**config.mk**
```make
export PLATFORM = sky130hd
export DESIGN_NAME = dqd_top
export DESIGN_NICKNAME = d
export VERILOG_FILES = /design/src/verilog/dqd_sample_timer.v /design/src/verilog/dqd_channel.v /design/src/verilog/dqd_top.v
export VERILOG_INCLUDE_DIRS = /design/src /design/src/verilog
export SDC_FILE = /design/constraint.sdc
export NUM_CORES = 1
export LEC_CHECK = 0
export BUFFER_PORTS_ARGS = -buffer_cell sky130_fd_sc_hd__buf_2
export CORE_AREA = 2 2 92 94
export DETAILED_ROUTE_END_ITERATION = 16
export DIE_AREA = 0 0 94 96
export HOLD_SLACK_MARGIN = 0.03
export PLACE_DENSITY = 0.93
export SLEW_MARGIN = 40
export SYNTH_ARGS = -nofsm -noshare
export SYNTH_HDL_FRONTEND = slang
export SYNTH_SLANG_ARGS = --single-unit
```
**constraint.sdc**
```tcl
create_clock -name clk -period 7.7 [get_ports clk]
set_input_delay 1.54 -clock clk [delete_from_list [all_inputs] [get_ports clk]]
set_output_delay 1.54 -clock clk [all_outputs]
set_load 0.02 [all_outputs]
```
**src/verilog/dqd_consts.vh**
```
// constants for the dual quadrature decoder: register indexes, fields, resets
// assumes inclusion by bare name from every design file that needs them
`ifndef DQD_CONSTS_VH
`define DQD_CONSTS_VH

// register indexes; the byte address on the bus is four times the index
`define DQD_IDX_CSR 8'h90
`define DQD_IDX_SEL 8'h91
`define DQD_IDX_CNT1 8'h94
`define DQD_IDX_CNT2 8'h96
`define DQD_IDX_DIV 8'h98
`define DQD_IDX_IRQ_STAT 8'h99
`define DQD_IDX_IRQ_EN 8'h9A
`define DQD_IDX_IRQ_CLR 8'h9B

// control/status field positions
`define DQD_CSR_CH2_UP 7
`define DQD_CSR_CH2_DN 6
`define DQD_CSR_CH2_CLR 4
`define DQD_CSR_CH1_UP 3
`define DQD_CSR_CH1_DN 2
`define DQD_CSR_CH1_CLR 0

// input select field positions
`define DQD_SEL_CH2_HI 7
`define DQD_SEL_CH2_LO 6
`define DQD_SEL_CH1_HI 3
`define DQD_SEL_CH1_LO 2
`define DQD_SEL_PRIO_HI 1
`define DQD_SEL_PRIO_LO 0

// port nibble bases: even bit carries quadrature, next odd bit in-phase
`define DQD_CH1_LO_BASE 3'h0
`define DQD_CH1_HI_BASE 3'h4
`define DQD_CH2_LO_BASE 3'h2
`define DQD_CH2_HI_BASE 3'h6

// interrupt status bit positions
`define DQD_IRQ_CH1 0
`define DQD_IRQ_CH2 1

// reset values
`define DQD_SEL_RST 8'h00
`define DQD_DIV_RST 8'h00
`define DQD_IRQ_EN_RST 2'h0

`endif

```
**src/verilog/dqd_sample_timer.v**
```verilog
// sample timer: one-cycle tick every divisor+2 clocks
// assumes divisor is a register value held steady by software
module dqd_sample_timer #(
  parameter DIV_W = 8
) (
  clk,
  rst,
  divisor,
  tick
);
  input wire clk;
  input wire rst;
  input wire [DIV_W-1:0] divisor;
  output reg tick;

  reg [DIV_W:0] cnt_q;

  // reload counter; the minimum period is two clocks
  always @(posedge clk) begin
    if (rst) begin
      cnt_q <= {(DIV_W+1){1'b0}};
      tick <= 1'b0;
    end else if (cnt_q == {(DIV_W+1){1'b0}}) begin
      cnt_q <= {1'b0, divisor} + {{DIV_W{1'b0}}, 1'b1};
      tick <= 1'b1;
    end else begin
      cnt_q <= cnt_q - {{DIV_W{1'b0}}, 1'b1};
      tick <= 1'b0;
    end
  end
endmodule // dqd_sample_timer

```
**src/verilog/dqd_channel.v**
```verilog
// one decoder channel: input select, glitch filter, 4x decode, counter
// assumes port_in synchronous to clk and tick a one-cycle sample strobe
module dqd_channel #(
  parameter CNT_W = 8,
  parameter [2:0] LO_BASE = 3'h0,
  parameter [2:0] HI_BASE = 3'h4
) (
  clk,
  rst,
  tick,
  sel,
  port_in,
  clear,
  count,
  zero_exit,
  wrap_up,
  wrap_dn
);
  input wire clk;
  input wire rst;
  input wire tick;
  input wire [1:0] sel;
  input wire [7:0] port_in;
  input wire clear;
  output reg [CNT_W-1:0] count;
  output reg zero_exit;
  output reg wrap_up;
  output reg wrap_dn;

  reg [1:0] sel_prev_q;
  reg [1:0] smp_q;
  reg [1:0] filt_q;
  wire en = sel[1];
  wire [2:0] base = sel[0] ? HI_BASE : LO_BASE;
  wire [2:0] base_i = base + 3'h1;
  wire [1:0] raw = {port_in[base_i], port_in[base]};
  wire sel_chg = (sel != sel_prev_q);
  // a level is taken only after two equal samples in a row
  wire [1:0] agree = ~(raw ^ smp_q);
  wire [1:0] filt_nx = (agree & raw) | (~agree & filt_q);
  wire [1:0] chg = filt_nx ^ filt_q;
  // both inputs moving in one sample cannot be decoded and is dropped
  wire one_chg = (chg == 2'b01) || (chg == 2'b10);
  wire step = en & tick & ~sel_chg & one_chg;
  wire up = filt_nx[1] ^ filt_q[0];
  wire at_zero = (count == {CNT_W{1'b0}});
  wire at_ones = (count == {CNT_W{1'b1}});

  // filter state; a selection change reloads it silently
  always @(posedge clk) begin
    if (rst) begin
      sel_prev_q <= 2'b00;
      smp_q <= 2'b00;
      filt_q <= 2'b00;
    end else begin
      sel_prev_q <= sel;
      if (sel_chg) begin
        smp_q <= raw;
        filt_q <= raw;
      end else if (en && tick) begin
        smp_q <= raw;
        filt_q <= filt_nx;
      end
    end
  end

  // counter and one-cycle events; a clear wins and raises nothing
  always @(posedge clk) begin
    if (rst) begin
      count <= {CNT_W{1'b0}};
      zero_exit <= 1'b0;
      wrap_up <= 1'b0;
      wrap_dn <= 1'b0;
    end else begin
      zero_exit <= 1'b0;
      wrap_up <= 1'b0;
      wrap_dn <= 1'b0;
      if (clear) begin
        count <= {CNT_W{1'b0}};
      end else if (step) begin
        if (up) begin
          count <= count + {{(CNT_W-1){1'b0}}, 1'b1};
          zero_exit <= at_zero;
          wrap_up <= at_ones;
        end else begin
          count <= count - {{(CNT_W-1){1'b0}}, 1'b1};
          zero_exit <= at_zero;
          wrap_dn <= at_zero;
        end
      end
    end
  end
endmodule // dqd_channel

```
**src/verilog/dqd_top.v**
```verilog
// dual quadrature decoder top: APB register slave, two channels, interrupt
// assumes an APB master on clk; port_in synchronous to clk
`include "dqd_consts.vh"

module dqd_top #(
  parameter ADDR_W = 12,
  parameter CNT_W = 8,
  parameter DIV_W = 8
) (
  clk,
  rst,
  psel,
  penable,
  pwrite,
  paddr,
  pwdata,
  prdata,
  pready,
  pslverr,
  port_in,
  irq,
  irq_priority
);
  input wire clk;
  input wire rst;
  input wire psel;
  input wire penable;
  input wire pwrite;
  input wire [ADDR_W-1:0] paddr;
  input wire [31:0] pwdata;
  output reg [31:0] prdata;
  output wire pready;
  output wire pslverr;
  input wire [7:0] port_in;
  output wire irq;
  output wire [1:0] irq_priority;

  // word decode: index in address bits 9:2, all other bits zero
  function reg_hit;
    input [ADDR_W-1:0] a;
    input [7:0] idx;
    begin
      reg_hit = (a[ADDR_W-1:10] == {(ADDR_W-10){1'b0}}) &&
                (a[1:0] == 2'b00) && (a[9:2] == idx);
    end
  endfunction

  // registers held by software
  reg [7:0] sel_q;
  reg [DIV_W-1:0] div_q;
  reg [1:0] irq_en_q;

  // hardware-set state
  reg [3:0] flags_q;
  reg [1:0] irq_stat_q;

  // values captured in the setup cycle of a control/status read
  reg [3:0] cap_flags_q;
  reg [1:0] cap_irq_q;

  // channel outputs
  wire [CNT_W-1:0] cnt1;
  wire [CNT_W-1:0] cnt2;
  wire ch1_zero;
  wire ch1_up;
  wire ch1_dn;
  wire ch2_zero;
  wire ch2_up;
  wire ch2_dn;
  wire tick;

  // bus phases
  wire setup = psel & ~penable;
  wire access = psel & penable;

  // address decode for the current request
  wire hit_csr = reg_hit(paddr, `DQD_IDX_CSR);
  wire hit_sel = reg_hit(paddr, `DQD_IDX_SEL);
  wire hit_cnt1 = reg_hit(paddr, `DQD_IDX_CNT1);
  wire hit_cnt2 = reg_hit(paddr, `DQD_IDX_CNT2);
  wire hit_div = reg_hit(paddr, `DQD_IDX_DIV);
  wire hit_ist = reg_hit(paddr, `DQD_IDX_IRQ_STAT);
  wire hit_ien = reg_hit(paddr, `DQD_IDX_IRQ_EN);
  wire hit_icl = reg_hit(paddr, `DQD_IDX_IRQ_CLR);
  wire mapped = hit_csr | hit_sel | hit_cnt1 | hit_cnt2 |
                hit_div | hit_ist | hit_ien | hit_icl;

  // slave answers in the first access cycle; unmapped gets an error
  assign pready = access;
  assign pslverr = access & ~mapped;

  // completion strobes; a write takes effect only at the access edge
  wire wr_done = access & pwrite & mapped;
  wire wr_csr = wr_done & hit_csr;
  wire wr_sel = wr_done & hit_sel;
  wire wr_div = wr_done & hit_div;
  wire wr_ien = wr_done & hit_ien;
  wire wr_icl = wr_done & hit_icl;
  wire rd_csr = access & ~pwrite & hit_csr;

  // counter clears from the write-only control/status bits
  wire clr1 = wr_csr & pwdata[`DQD_CSR_CH1_CLR];
  wire clr2 = wr_csr & pwdata[`DQD_CSR_CH2_CLR];

  // dedicated sample timer; software sets its constant
  dqd_sample_timer #(
    .DIV_W(DIV_W)
  ) u_timer (
    .clk(clk),
    .rst(rst),
    .divisor(div_q),
    .tick(tick)
  );

  // channel one on port bits 1:0 or 5:4
  dqd_channel #(
    .CNT_W(CNT_W),
    .LO_BASE(`DQD_CH1_LO_BASE),
    .HI_BASE(`DQD_CH1_HI_BASE)
  ) u_ch1 (
    .clk(clk),
    .rst(rst),
    .tick(tick),
    .sel(sel_q[`DQD_SEL_CH1_HI:`DQD_SEL_CH1_LO]),
    .port_in(port_in),
    .clear(clr1),
    .count(cnt1),
    .zero_exit(ch1_zero),
    .wrap_up(ch1_up),
    .wrap_dn(ch1_dn)
  );

  // channel two on port bits 3:2 or 7:6
  dqd_channel #(
    .CNT_W(CNT_W),
    .LO_BASE(`DQD_CH2_LO_BASE),
    .HI_BASE(`DQD_CH2_HI_BASE)
  ) u_ch2 (
    .clk(clk),
    .rst(rst),
    .tick(tick),
    .sel(sel_q[`DQD_SEL_CH2_HI:`DQD_SEL_CH2_LO]),
    .port_in(port_in),
    .clear(clr2),
    .count(cnt2),
    .zero_exit(ch2_zero),
    .wrap_up(ch2_up),
    .wrap_dn(ch2_dn)
  );

  // software-written registers; ignored select bits are never stored
  always @(posedge clk) begin
    if (rst) begin
      sel_q <= `DQD_SEL_RST;
      div_q <= `DQD_DIV_RST;
      irq_en_q <= `DQD_IRQ_EN_RST;
    end else begin
      if (wr_sel) begin
        sel_q <= {pwdata[7:6], 2'b00, pwdata[3:0]};
      end
      if (wr_div) begin
        div_q <= pwdata[DIV_W-1:0];
      end
      if (wr_ien) begin
        irq_en_q <= pwdata[1:0];
      end
    end
  end

  // wrap flags in order ch2 up, ch2 down, ch1 up, ch1 down
  wire [3:0] flag_set = {ch2_up, ch2_dn, ch1_up, ch1_dn};
  // only bits actually returned to software are cleared by the read
  wire [3:0] flag_clr = rd_csr ? cap_flags_q : 4'h0;
  wire [3:0] flags_d = (flags_q & ~flag_clr) | flag_set;

  // interrupt sources: a counter stepping out of zero
  wire [1:0] irq_set = {ch2_zero, ch1_zero};
  wire [1:0] irq_clr = (rd_csr ? cap_irq_q : 2'h0) |
                       (wr_icl ? pwdata[1:0] : 2'h0);
  wire [1:0] irq_stat_d = (irq_stat_q & ~irq_clr) | irq_set;

  // sticky state; a set in the clearing cycle survives
  always @(posedge clk) begin
    if (rst) begin
      flags_q <= 4'h0;
      irq_stat_q <= 2'h0;
    end else begin
      flags_q <= flags_d;
      irq_stat_q <= irq_stat_d;
    end
  end

  // control/status read value; write-only and unused bits read zero
  wire [7:0] csr_rd = {flags_q[3],
                       flags_q[2],
                       1'b0, 1'b0,
                       flags_q[1], flags_q[0],
                       1'b0, 1'b0};

  // read mux, sampled in the setup cycle
  reg [31:0] rdata_d;
  always @* begin
    rdata_d = 32'h0000_0000;
    if (hit_csr) begin
      rdata_d[7:0] = csr_rd;
    end else if (hit_sel) begin
      rdata_d[7:0] = sel_q;
    end else if (hit_cnt1) begin
      rdata_d[CNT_W-1:0] = cnt1;
    end else if (hit_cnt2) begin
      rdata_d[CNT_W-1:0] = cnt2;
    end else if (hit_div) begin
      rdata_d[DIV_W-1:0] = div_q;
    end else if (hit_ist) begin
      rdata_d[1:0] = irq_stat_q;
    end else if (hit_ien) begin
      rdata_d[1:0] = irq_en_q;
    end
  end

  // read data register and the snapshot used for clear-on-read
  always @(posedge clk) begin
    if (rst) begin
      prdata <= 32'h0000_0000;
      cap_flags_q <= 4'h0;
      cap_irq_q <= 2'h0;
    end else if (setup) begin
      prdata <= pwrite ? 32'h0000_0000 : rdata_d;
      cap_flags_q <= (hit_csr & ~pwrite) ? flags_q : 4'h0;
      cap_irq_q <= (hit_csr & ~pwrite) ? irq_stat_q : 2'h0;
    end
  end

  // interrupt line: enabled pending source and a nonzero priority
  assign irq_priority = sel_q[`DQD_SEL_PRIO_HI:`DQD_SEL_PRIO_LO];
  assign irq = (|(irq_stat_q & irq_en_q)) && (irq_priority != 2'b00);
endmodule // dqd_top

```
# [Yosys cells after proc, flatten, opt, wreduce, memory -nomap -nowiden]
# Index checks and enable logic that the tools add are counted.
[word_totals] ff_bits=104 inputBits=57 output_inout_bits=37
[classes] n_addsub=8 n_lt_le_gt_ge=4 n_eq_ne=16 mux=36 n_bitwise=61 n_reduce_logical=31
[op_table] op="equality test 8 bit (second input constant)" count=10
[op_table] op="2-to-1 mux 8 bit" count=7
[op_table] op="2-to-1 mux 2 bit" count=14
[op_table] op="AND 1 bit" count=21
[op_table] op="adder 8 x 1 -> 8 bit (second input constant)" count=2
[op_table] op="logical NOT 8 bit" count=2
[op_table] op="less-than comparator 3 x 4 -> 1 bit (second input constant)" count=4
[op_table] op="OR reduction 4 bit" count=4
[op_table] op="subtractor 8 x 1 -> 8 bit (second input constant)" count=2
[op_table] op="AND 2 bit" count=6
[op_table] op="binary-select mux 1 bit (select 3 bit)" count=4
[op_table] op="logical AND 1 bit" count=12
[op_table] op="NOT 2 bit" count=5
[op_table] op="adder 8 x 1 -> 9 bit (second input constant)" count=1
[op_table] op="logical NOT 9 bit" count=1
[op_table] op="2-to-1 mux 9 bit" count=1
[op_table] op="NOT 1 bit" count=9
[op_table] op="subtractor 9 x 1 -> 9 bit (second input constant)" count=1
[op_table] op="2-to-1 mux 4 bit" count=2
[op_table] op="bitwise OR 2 bit" count=4
[op_table] op="bitwise XOR 2 bit" count=4
[op_table] op="bitwise OR 1 bit" count=7
[op_table] op="adder 3 x 1 -> 3 bit (second input constant)" count=2
[op_table] op="2-to-1 mux 3 bit" count=2
[op_table] op="14 further kinds" count=29

# [Depth between registers and ports, before layout]
# Gate-level depths: netlist of run 1.
[depth] depth_word=17 ltp_mapped=11 ltp_nobuf=11

# [Modules after synthesis]
# A second synthesis of run 1 with hierarchy kept.
[hier_totals] cells_unflattened=586 hier_area_um2=4864.7
[by_module_without_submodules] module="dqd_top" instances=1 cells_each=297 area_each_um2=2353.5 seq_area_each_um2=720.7
[by_module_without_submodules] module="dqd_channel" instances=2 cells_each=112 area_each_um2=965.9 seq_area_each_um2=340.3
[by_module_without_submodules] module="dqd_sample_timer" instances=1 cells_each=65 area_each_um2=579.3 seq_area_each_um2=200.2

# [Worst setup path before layout of run 1]
# No wires, ideal clock.
[synth_path] path_type="input to output" start="in paddr[11]" end="out pslverr" arrival_time_ps=2979 path_slack_ps=3181 stages=6 path_buffers=2 cell_sequence="or4_4 > buf_6 > or3_1 > buf_6 > o221ai_1 > a21oi_1"
[synth_between] elab_chain_cells=12 word_cells_on_any_way=19
[synth_lines] element="from (decl)" line="dqd_top.v:29" rtl="input wire [ADDR_W-1:0] paddr;"
[synth_lines] element="logical NOT 2 bit *" line="dqd_top.v:43" rtl="reg_hit = (a[ADDR_W-1:10] == {(ADDR_W-10){1'b0}}) &&"
[synth_lines] element="logical AND 1 bit *" line="dqd_top.v:43"
[synth_lines] element="logical AND 1 bit" line="dqd_top.v:44" rtl="(a[1:0] == 2'b00) && (a[9:2] == idx);"
[synth_lines] element="bitwise OR 1 bit (4 in a row)" line="dqd_top.v:85" rtl="wire mapped = hit_csr | hit_sel | hit_cnt1 | hit_cnt2 |"
[synth_lines] element="bitwise OR 1 bit (2 in a row)" line="dqd_top.v:86" rtl="hit_div | hit_ist | hit_ien | hit_icl;"
[synth_lines] element="bitwise OR 1 bit *" line="dqd_top.v:86"
[synth_lines] element="NOT 1 bit *" line="dqd_top.v:90" rtl="assign pslverr = access & ~mapped;"
[synth_lines] element="AND 1 bit *" line="dqd_top.v:90"
[synth_lines] element="to (decl)" line="dqd_top.v:33" rtl="output wire pslverr;"
# Every way passes the cells marked *; elsewhere a longest branch is shown, timed or not.

# [Worst setup path in the final report of run 1]
# Ends and elaborated chain as after synthesis.

==> results of run 1 <==
==> critical path, cell delays in order <==
cell      delay, ps
buf_2            90
or4_4           570
or3_1           500
o221ai_1        240
a21oi_1          90
buf_2           180
==> final cells by class <==
class	count	area (um2)
repair buffers	46	235.2
inverters	10	37.54
well taps	105	131.4
clock buffers	9	123.9
flip-flops and latches	80	1602
fillers	683	3029
multi-input cells	433	2838
clock inverters	7	55.05
==> through the flow <==
| stage | instances | setup slack [ps] |
|---|---|---|
| final | 690 | 2948 |
| after global routing | 690 | 2877 |
| after CTS | 690 | 2935 |
| after detailed placement | 674 | 2943 |
| after global placement | 674 | 2956 |
| after floorplan | 574 | 3181 |
==> registers in the layout, summed over array words and instances (netlist names), 2 cells and up <==
| name | flops |
|---|---|
| u_ch1.sel_prev_q | 2 |
| u_ch1.count | 8 |
| div_q | 8 |
| u_ch2.smp_q | 2 |
| prdata | 8 |
| cap_flags_q | 4 |
| irq_en_q | 2 |
| cap_irq_q | 2 |
| u_ch2.sel_prev_q | 2 |
| u_ch2.count | 8 |
| u_ch1.smp_q | 2 |
| irq_stat_q | 2 |
| sel_q | 6 |
| u_ch1.filt_q | 2 |
| flags_q | 4 |
| u_ch2.filt_q | 2 |
| u_timer.cnt_q | 9 |
==> cells in the final DEF, fill, tap and decap left out, types with 7 or more instances in the layout <==
cell type  count
and3_1        11
o21ai_0       26
nor3_1        23
a22o_1         8
a211oi_1       8
nor4_1         8
a21oi_1       43
xnor2_1       18
a31oi_1        8
nor2_1        34
clkbuf_8       9
dfxtp_1       80
or3_1          7
ha_1          14
nor2b_1        9
nand4_1        7
a22oi_1        7
buf_2         44
nand2_1       54
nand3_1       34
conb_1        24
inv_1         10
==> where the power goes <==
group / internal [mW] / total [mW] / switching (mW)
clock network: 0.120 / 0.286 / 0.166
registers: 0.433 / 0.450 / 0.0170
logic: 0.0548 / 0.144 / 0.0895
==> kinds of logic after synthesis <==
family | share of synthesized area, %
AO/OA/AOI/OAI | 20.80
XOR/XNOR | 6.916
adder cells (fa/ha/maj) | 5.554
buffers and inverters | 7.450
flip-flops | 34.18
multiplexers | 1.602
other | 0.08003
AND/OR/NAND/NOR | 23.42
==> path summary, 6_finish.rpt <==
kind                                        to     startpoint
worst max-delay path                   pslverr      paddr[11]
worst min-delay path                flags_q[1]  u_ch1.wrap_up
worst max register to register  u_ch1.count[7]       sel_q[2]
worst min register to register      flags_q[1]  u_ch1.wrap_up
==> routing by layer <==
layer  vias up  share of wire (%)
met5         -                  0
met4         0                4.4
met3        65                6.3
li1       2046                  -
met2       199                 51
met1      2089                 38
==> results.py, run 1 <==
metrics = {
    "synthesis": {
        "ys_ff_latch": 80,
        "synth_flop_cell": "dfxtp_1",
        "synthTopCellsByCount": "80 x dfxtp_1, 54 x nand2_1, 43 x a21oi_1",
        "synth_edf_count": 0,
        "yosysTopAreaCell": "dfxtp_1",
        "syn-cell-area_mm2": 0.004686,
        "syn_avg_cell_area_um2": 8.504,
        "async_reset_ff_share_pct": 0,
        "ys_types": 69,
        "ys_seq_area_share_pct": 34.18,
        "synth_most_common_cell": "dfxtp_1",
        "synthTopCellsByArea": "dfxtp_1 34%, a21oi_1 4.6%, buf_4 4.3%",
        "syn_inst": 551,
        "synth_top_area_share_pct": 34.18,
        "yosys_warnings": 0,
    },
    "detailed_routing": {
        "drt_iter0_markers": 340,
        "wl_per_cell_um": 16.96,
        "drc": 0,
        "ant_nets": 0,
        "dr_total_vias": 4399,
        "via_per_inst": 6.375,
        "drt_wl_total_um": 11710,
        "firstDrtPassIters": 5,
    },
    "sta": {
        "max_slew.worst_pin.slew_ps": 772.7,
        "fin_setup_tns_ps": 0,
        "maxSlewViolCount": 0,
        "clock_skew_ps": 9.743,
        "hold_viol": 0,
        "fin_crit_sh_pct": 61.71,
        "relSlewSlack_pct": 48.49,
        "setup-violations-final": 0,
        "post-route-min-period_ps": 4752,
        "fmax_mhz": 210.5,
        "rsz0062_at_grt": "false",
        "holdWs_ps": 450.2,
    },
    "floorplanning": {
        "die_y_um": 96,
        "chipWidth_um": 94,
        "start_util_pct": 58.20,
        "rows": 33,
        "pin_count": 94,
        "dieArea_mm2": 0.009024,
        "core_area_mm2": 0.008051,
    },
    "cells_and_area": {
        "flow.area_growth_from_synthesis_pct": 7.183,
        "nets": 653,
        "diodes": 0,
        "stdcell_area_mm2": 0.005022,
        "drive_gt1_share_pct": 15.21,
        "final_core_util_pct": 62.38,
    },
    "pwr": {
        "powerDensity_mw_per_mm2": 175.3,
        "p_total_mw": 0.8806,
        "ir_drop_v": 0.00009335,
        "power.leakage_nw": 1.883,
    },
    "global_route": {
        "met3_usage_pct": 6.186,
        "track_usage_pct": 26.87,
        "use_met2_pct": 48.39,
        "top_usage_layer": "met2",
        "antenna_found_initial": 0,
        "overflow": 0,
        "grt_pass1_vias": 4064,
        "grt_max_degree": 61,
        "met1_usage_pct": 30.63,
        "grt_pass1_wl_um": 19110,
    },
    "worst_setup_path": {
        "crit_path_end_kind": "primary output",
        "path_max_fanout": 6,
        "crit_arrival_ps": 3210,
        "cp-start-kind": "input port",
        "reg2reg_depth": 11,
        "cp.required_ps": 6160,
        "r2r_setup_slack_ps": 4020,
        "crit_type": "input port to primary output",
    },
    "hold_path": {
        "hp-class": "flop to flop",
        "holdPathStages": 2,
    },
    "clocking": {
        "cts_tree": "done",
        "numCtsBuffers": 9,
        "htree_num_levels": 3,
        "clockBufferDepth": 2,
        "clk_latency_ps": 370,
        "clock-sinks": 80,
        "clk_pin_slew_ps": 80,
        "cts_setup_buffers": 0,
        "hold_buffers": 0,
        "cts-root-buf": "clkbuf_8",
        "cts-resized-gates": 0,
    },
    "placement": {
        "portBuffers": 45,
        "dp_hpwl_um": 8426,
        "gp_congestion": 0.9703,
        "placed_area_mm2": 0.004837,
    },
    "run": {
        "maxCapViolCount": 0,
    },
    "status": {
        "status": "complete, no violations",
    },
}
Note: power is estimated with default switching activity, not from simulation.
==> run 2, diff against run 1 <==
--- a/config.mk
+++ b/config.mk
@@ -7,11 +7,11 @@
 export NUM_CORES = 1
 export LEC_CHECK = 0
 export BUFFER_PORTS_ARGS = -buffer_cell sky130_fd_sc_hd__buf_2
-export CORE_AREA = 2 2 92 94
+export CORE_AREA = 2 2 100 102
 export DETAILED_ROUTE_END_ITERATION = 16
-export DIE_AREA = 0 0 94 96
+export DIE_AREA = 0 0 102 104
 export HOLD_SLACK_MARGIN = 0.03
-export PLACE_DENSITY = 0.93
+export PLACE_DENSITY = 0.85
 export SLEW_MARGIN = 40
 export SYNTH_ARGS = -nofsm -noshare
 export SYNTH_HDL_FRONTEND = slang
==> constraint.sdc (replaced) <==
create_clock -name clk -period 4 [get_ports clk]
set_input_delay 0.8 -clock clk [delete_from_list [all_inputs] [get_ports clk]]
set_output_delay 0.8 -clock clk [all_outputs]
set_load 0.02 [all_outputs]
==> results.py, run 2 (synthesized netlist as in run 1, its figures left out) <==
metrics = {
    "worst_setup_path": {
        "reg2reg_depth": 11,
        "cp-start-kind": "flop",
        "startpoint": "sel_q[6]",
        "r2r_start": "sel_q[6]",
        "crit_path_end_kind": "flop",
        "crit_arrival_ps": 3810,
        "r2r_end": "u_ch2.count[7]",
        "r2r_setup_slack_ps": 470,
        "cp-endpoint": "u_ch2.count[7]",
        "cp.required_ps": 4270,
        "crit_type": "flop to flop",
        "path_max_fanout": 8,
    },
    "floorplanning": {
        "chipWidth_um": 102,
        "core_area_mm2": 0.009549,
        "start_util_pct": 49.07,
        "die_y_um": 104,
        "rows": 36,
        "dieArea_mm2": 0.01061,
        "pin_count": 94,
    },
    "placement": {
        "dp_cells": 709,
        "dp_hpwl_um": 8873,
        "portBuffers": 45,
        "dp_slack_ps": 216.0,
        "placed_area_mm2": 0.004912,
        "gp_congestion": 0.9676,
    },
    "detailed_routing": {
        "ant_nets": 0,
        "via_per_inst": 5.957,
        "dr_total_vias": 4319,
        "drc": 0,
        "drt_wl_total_um": 11810,
        "wl_per_cell_um": 16.29,
        "firstDrtPassIters": 5,
        "drt_iter0_markers": 268,
    },
    "cells_and_area": {
        "flow.area_growth_from_synthesis_pct": 9.159,
        "multiInputGateArea_mm2": 0.002821,
        "largest_reg_flops": 9,
        "stdcell_area_mm2": 0.005115,
        "nets": 660,
        "final_cells": 725,
        "diodes": 0,
        "layout_common_cells": "80 x dfxtp_1, 54 x nand2_1, 45 x buf_2",
        "largest-register": "u_timer.cnt_q",
        "final_common_cell": "dfxtp_1",
        "drive_gt1_share_pct": 15.71,
        "final_core_util_pct": 53.56,
        "nFillCells": 892,
        "regArea_mm2": 0.001602,
    },
    "hold_path": {
        "hp-class": "flop to flop",
    },
    "global_route": {
        "overflow": 0,
        "antenna_found_initial": 0,
        "grt_pass1_vias": 4085,
        "grt_max_degree": 33,
        "grt_pass1_wl_um": 19110,
        "track_usage_pct": 22.34,
    },
    "sta": {
        "relSlewSlack_pct": 48.83,
        "fin_ws_ps": 466.1,
        "maxSlewViolCount": 0,
        "holdWs_ps": 444.8,
        "fin_crit_sh_pct": 88.35,
        "hold_viol": 0,
        "post-route-min-period_ps": 3534,
        "clock_skew_ps": 10.13,
        "rsz0062_at_grt": "false",
        "max_slew.worst_pin.slew_ps": 765.9,
        "fin_setup_tns_ps": 0,
        "fmax_mhz": 283.0,
        "setup-violations-final": 0,
    },
    "status": {
        "status": "complete, no violations",
    },
    "clocking": {
        "cts-resized-gates": 0,
        "cts-root-buf": "clkbuf_8",
        "clk_latency_ps": 360,
        "clk_pin_slew_ps": 80,
        "clockBufferDepth": 2,
        "hold_buffers": 0,
        "cts_tree": "done",
        "cts_setup_buffers": 0,
        "htree_num_levels": 3,
        "clock-sinks": 80,
        "numCtsBuffers": 9,
    },
    "pwr": {
        "p_total_mw": 1.767,
        "power.leakage_nw": 1.914,
        "powerDensity_mw_per_mm2": 345.5,
        "ir_drop_v": 0.0001856,
    },
    "run": {
        "maxCapViolCount": 0,
    },
}
==> run 2: how the worst min path moves through the flow <==
stage | from | endpoint | slack (ps) | cells after the start
floorplan | u_ch1.wrap_dn | flags_q[0] | 410 | 2
global placement | u_ch1.wrap_dn | flags_q[0] | 420 | 2
detailed placement | u_ch1.wrap_dn | flags_q[0] | 430 | 2
CTS | u_ch1.wrap_dn | flags_q[0] | 450 | 2
global route | u_ch1.wrap_up | flags_q[1] | 470 | 2
finish | u_ch1.wrap_dn | flags_q[0] | 440 | 2
==> run 2: worst max-delay path, cell delays in order (launching register included) <==
cell      delay [ps]
dfxtp_1          500
mux2_2           430
maj3_2           360
xor2_4           290
inv_1            240
ha_1             400
a211o_1          300
a311oi_1         290
o21bai_1         130
nor4_1           300
o21ai_0          130
o31ai_1           80
==> run 2: routing by layer <==
layer  GRT usage [%]  vias to the layer above  routed length, um  part of all wire (%)
li1                -                     2051                  -                     -
met1           26.69                     2058               4790                    41
met2           38.77                      174               5931                    50
met3           3.495                       36                723                   6.1
met4           10.10                        0                363                   3.1
met5               0                        -                  0                     0
==> run 2: layout make-up <==
class	count	share of cell area (%)
Clock inverter	7	1.541
Inverter	10	0.7339
Timing Repair Buffer	53	5.577
Tap cell	133	3.253
Clock buffer	9	2.422
Sequential cell	80	31.31
Multi-Input combinational cell	433	55.16
==> run 2: where the power goes <==
group          switching (mW)  leakage [nW]  internal, mW
clock network           0.325        0.0925         0.294
registers              0.0325         0.646         0.833
logic                   0.171          1.17         0.112
total                   0.529          1.91          1.24
==> run 3, diff against run 2 <==
--- a/config.mk
+++ b/config.mk
@@ -7,12 +7,14 @@
 export NUM_CORES = 1
 export LEC_CHECK = 0
 export BUFFER_PORTS_ARGS = -buffer_cell sky130_fd_sc_hd__buf_2
-export CORE_AREA = 2 2 100 102
+export CORE_AREA = 2 2 101 103
 export DETAILED_ROUTE_END_ITERATION = 16
-export DIE_AREA = 0 0 102 104
+export DIE_AREA = 0 0 103 105
+export GPL_ROUTABILITY_DRIVEN = 1
 export HOLD_SLACK_MARGIN = 0.03
-export PLACE_DENSITY = 0.85
+export PLACE_DENSITY = 0.83
 export SLEW_MARGIN = 40
 export SYNTH_ARGS = -nofsm -noshare
 export SYNTH_HDL_FRONTEND = slang
+export SYNTH_HIERARCHICAL = 1
 export SYNTH_SLANG_ARGS = --single-unit
==> results.py, run 3 <==
metrics = {
    "cells_and_area": {
        "largest-register": "u_timer/cnt_q",
        "final_core_util_pct": 54.23,
        "layout_common_cells": "80 x dfxtp_1, 44 x buf_2, 42 x a21oi_1",
        "regArea_mm2": 0.001602,
        "final_cells": 743,
        "largest_reg_flops": 9,
        "diodes": 0,
        "multiInputGateArea_mm2": 0.002940,
        "nFillCells": 903,
        "final_common_cell": "dfxtp_1",
        "flow.area_growth_from_synthesis_pct": 7.459,
        "stdcell_area_mm2": 0.005228,
        "nets": 667,
        "drive_gt1_share_pct": 15.08,
    },
    "clocking": {
        "clk_pin_slew_ps": 80,
        "numCtsBuffers": 9,
        "cts-resized-gates": 0,
        "htree_num_levels": 3,
        "clockBufferDepth": 2,
        "cts_tree": "done",
        "cts_setup_buffers": 0,
        "hold_buffers": 0,
        "cts-root-buf": "clkbuf_8",
        "clock-sinks": 80,
        "clk_latency_ps": 360,
    },
    "synthesis": {
        "synth_flop_cell": "dfxtp_1",
        "synth_most_common_cell": "dfxtp_1",
        "synthTopCellsByCount": "80 x dfxtp_1, 42 x a21oi_1, 36 x nand2_1, 36 x nor2_1, 32 x nand3_1",
        "ys_seq_area_share_pct": 32.92,
        "async_reset_ff_share_pct": 0,
        "synth_edf_count": 0,
        "syn-cell-area_mm2": 0.004865,
        "ys_ff_latch": 80,
        "syn_avg_cell_area_um2": 8.301,
        "yosysTopAreaCell": "dfxtp_1",
        "synth_top_area_share_pct": 32.92,
        "synthTopCellsByArea": "dfxtp_1 33%, a21oi_1 4.3%, buf_4 4.0%",
        "syn_inst": 586,
        "yosys_warnings": 6,
        "ys_types": 67,
    },
    "worst_setup_path": {
        "crit_path_end_kind": "flop",
        "cp.required_ps": 4300,
        "crit_type": "flop to flop",
        "cp-start-kind": "flop",
        "path_max_fanout": 8,
        "crit_arrival_ps": 3370,
    },
    "hold_path": {
        "hp-class": "flop to flop",
    },
    "detailed_routing": {
        "ant_nets": 0,
        "drt_wl_total_um": 12320,
        "drt_iter0_markers": 404,
        "via_per_inst": 6.012,
        "wl_per_cell_um": 16.59,
        "drc": 0,
        "firstDrtPassIters": 5,
        "dr_total_vias": 4467,
    },
    "global_route": {
        "overflow": 0,
        "grt_pass1_vias": 4194,
        "grt_pass1_wl_um": 20040,
        "track_usage_pct": 23.65,
        "antenna_found_initial": 0,
        "grt_max_degree": 67,
    },
    "pwr": {
        "p_total_mw": 1.841,
        "powerDensity_mw_per_mm2": 352.2,
        "power.leakage_nw": 1.919,
        "ir_drop_v": 0.0001736,
    },
    "sta": {
        "max_slew.worst_pin.slew_ps": 766.0,
        "relSlewSlack_pct": 48.46,
        "fmax_mhz": 325.6,
        "post-route-min-period_ps": 3072,
        "fin_crit_sh_pct": 76.79,
        "holdWs_ps": 455.3,
        "setup-violations-final": 0,
        "hold_viol": 0,
        "fin_ws_ps": 928.4,
        "fin_setup_tns_ps": 0,
        "maxSlewViolCount": 0,
        "rsz0062_at_grt": "false",
        "clock_skew_ps": 8.184,
    },
    "placement": {
        "dp_hpwl_um": 8800,
        "dp_slack_ps": 670.8,
        "dp_cells": 728,
        "gp_congestion": 1.003,
        "placed_area_mm2": 0.005007,
        "portBuffers": 45,
    },
    "floorplanning": {
        "start_util_pct": 50.47,
        "core_area_mm2": 0.009639,
        "rows": 36,
        "pin_count": 94,
        "die_y_um": 105,
        "chipWidth_um": 103,
        "dieArea_mm2": 0.01082,
    },
    "status": {
        "status": "complete, no violations",
    },
    "run": {
        "maxCapViolCount": 0,
    },
}
## run 3: routing by layer
layer / vias up / part of all wire (%) / track usage (%) / wire length [um]
li1: 2138 / - / - / -
met1: 2110 / 41 / 29.75 / 5102
met2: 179 / 48 / 37.38 / 5939
met3: 40 / 5.9 / 3.612 / 726
met4: 0 / 4.5 / 14.47 / 556
met5: - / 0 / 0 / 0
## run 3: final cells by class
cell class,count,share of cell area (%)
multi-input combinational,454,56.25
sequential,80,30.64
timing repair buffer,48,4.787
tap,133,3.183
clock buffer,12,2.968
clock inverter,3,1.245
inverter,13,0.9335
## run 3: worst paths after layout
kind / from / endpoint / slack, ps / depth (start not counted)
worst max register to register: sel_q[2] / u_ch1/count[6] / 930 / 10
worst min register to register: cap_irq_q[0] / cap_irq_q[0] / 460 / 2
worst max-delay path: sel_q[2] / u_ch1/count[6] / 930 / 10
worst min-delay path: cap_irq_q[0] / cap_irq_q[0] / 460 / 2
## run 3: kinds of logic after synthesis
logic type,after synthesis,share of synthesized area [%]
other cells,1,0.07709
flops,80,32.92
fa+ha+maj,6,1.595
compound gates,138,18.39
simple gates,239,28.45
xor+xnor,23,4.913
mux,24,5.247
buf+inv,75,8.410
## run 3: worst max-delay path, stage by stage (launching register included)
cell     delay, ps
dfxtp_1        530
mux2_4         380
maj3_4         380
xor2_4         330
xnor2_1        170
ha_1           300
and3_1         210
and3_1         150
mux2i_1         80
or3_1          320
a21oi_1        140
## run 3: power by group
part	switching (mW)	internal, mW	leakage [nW]
Clock	0.285	0.381	0.112
Combinational	0.179	0.122	1.16
Sequential	0.0419	0.832	0.646
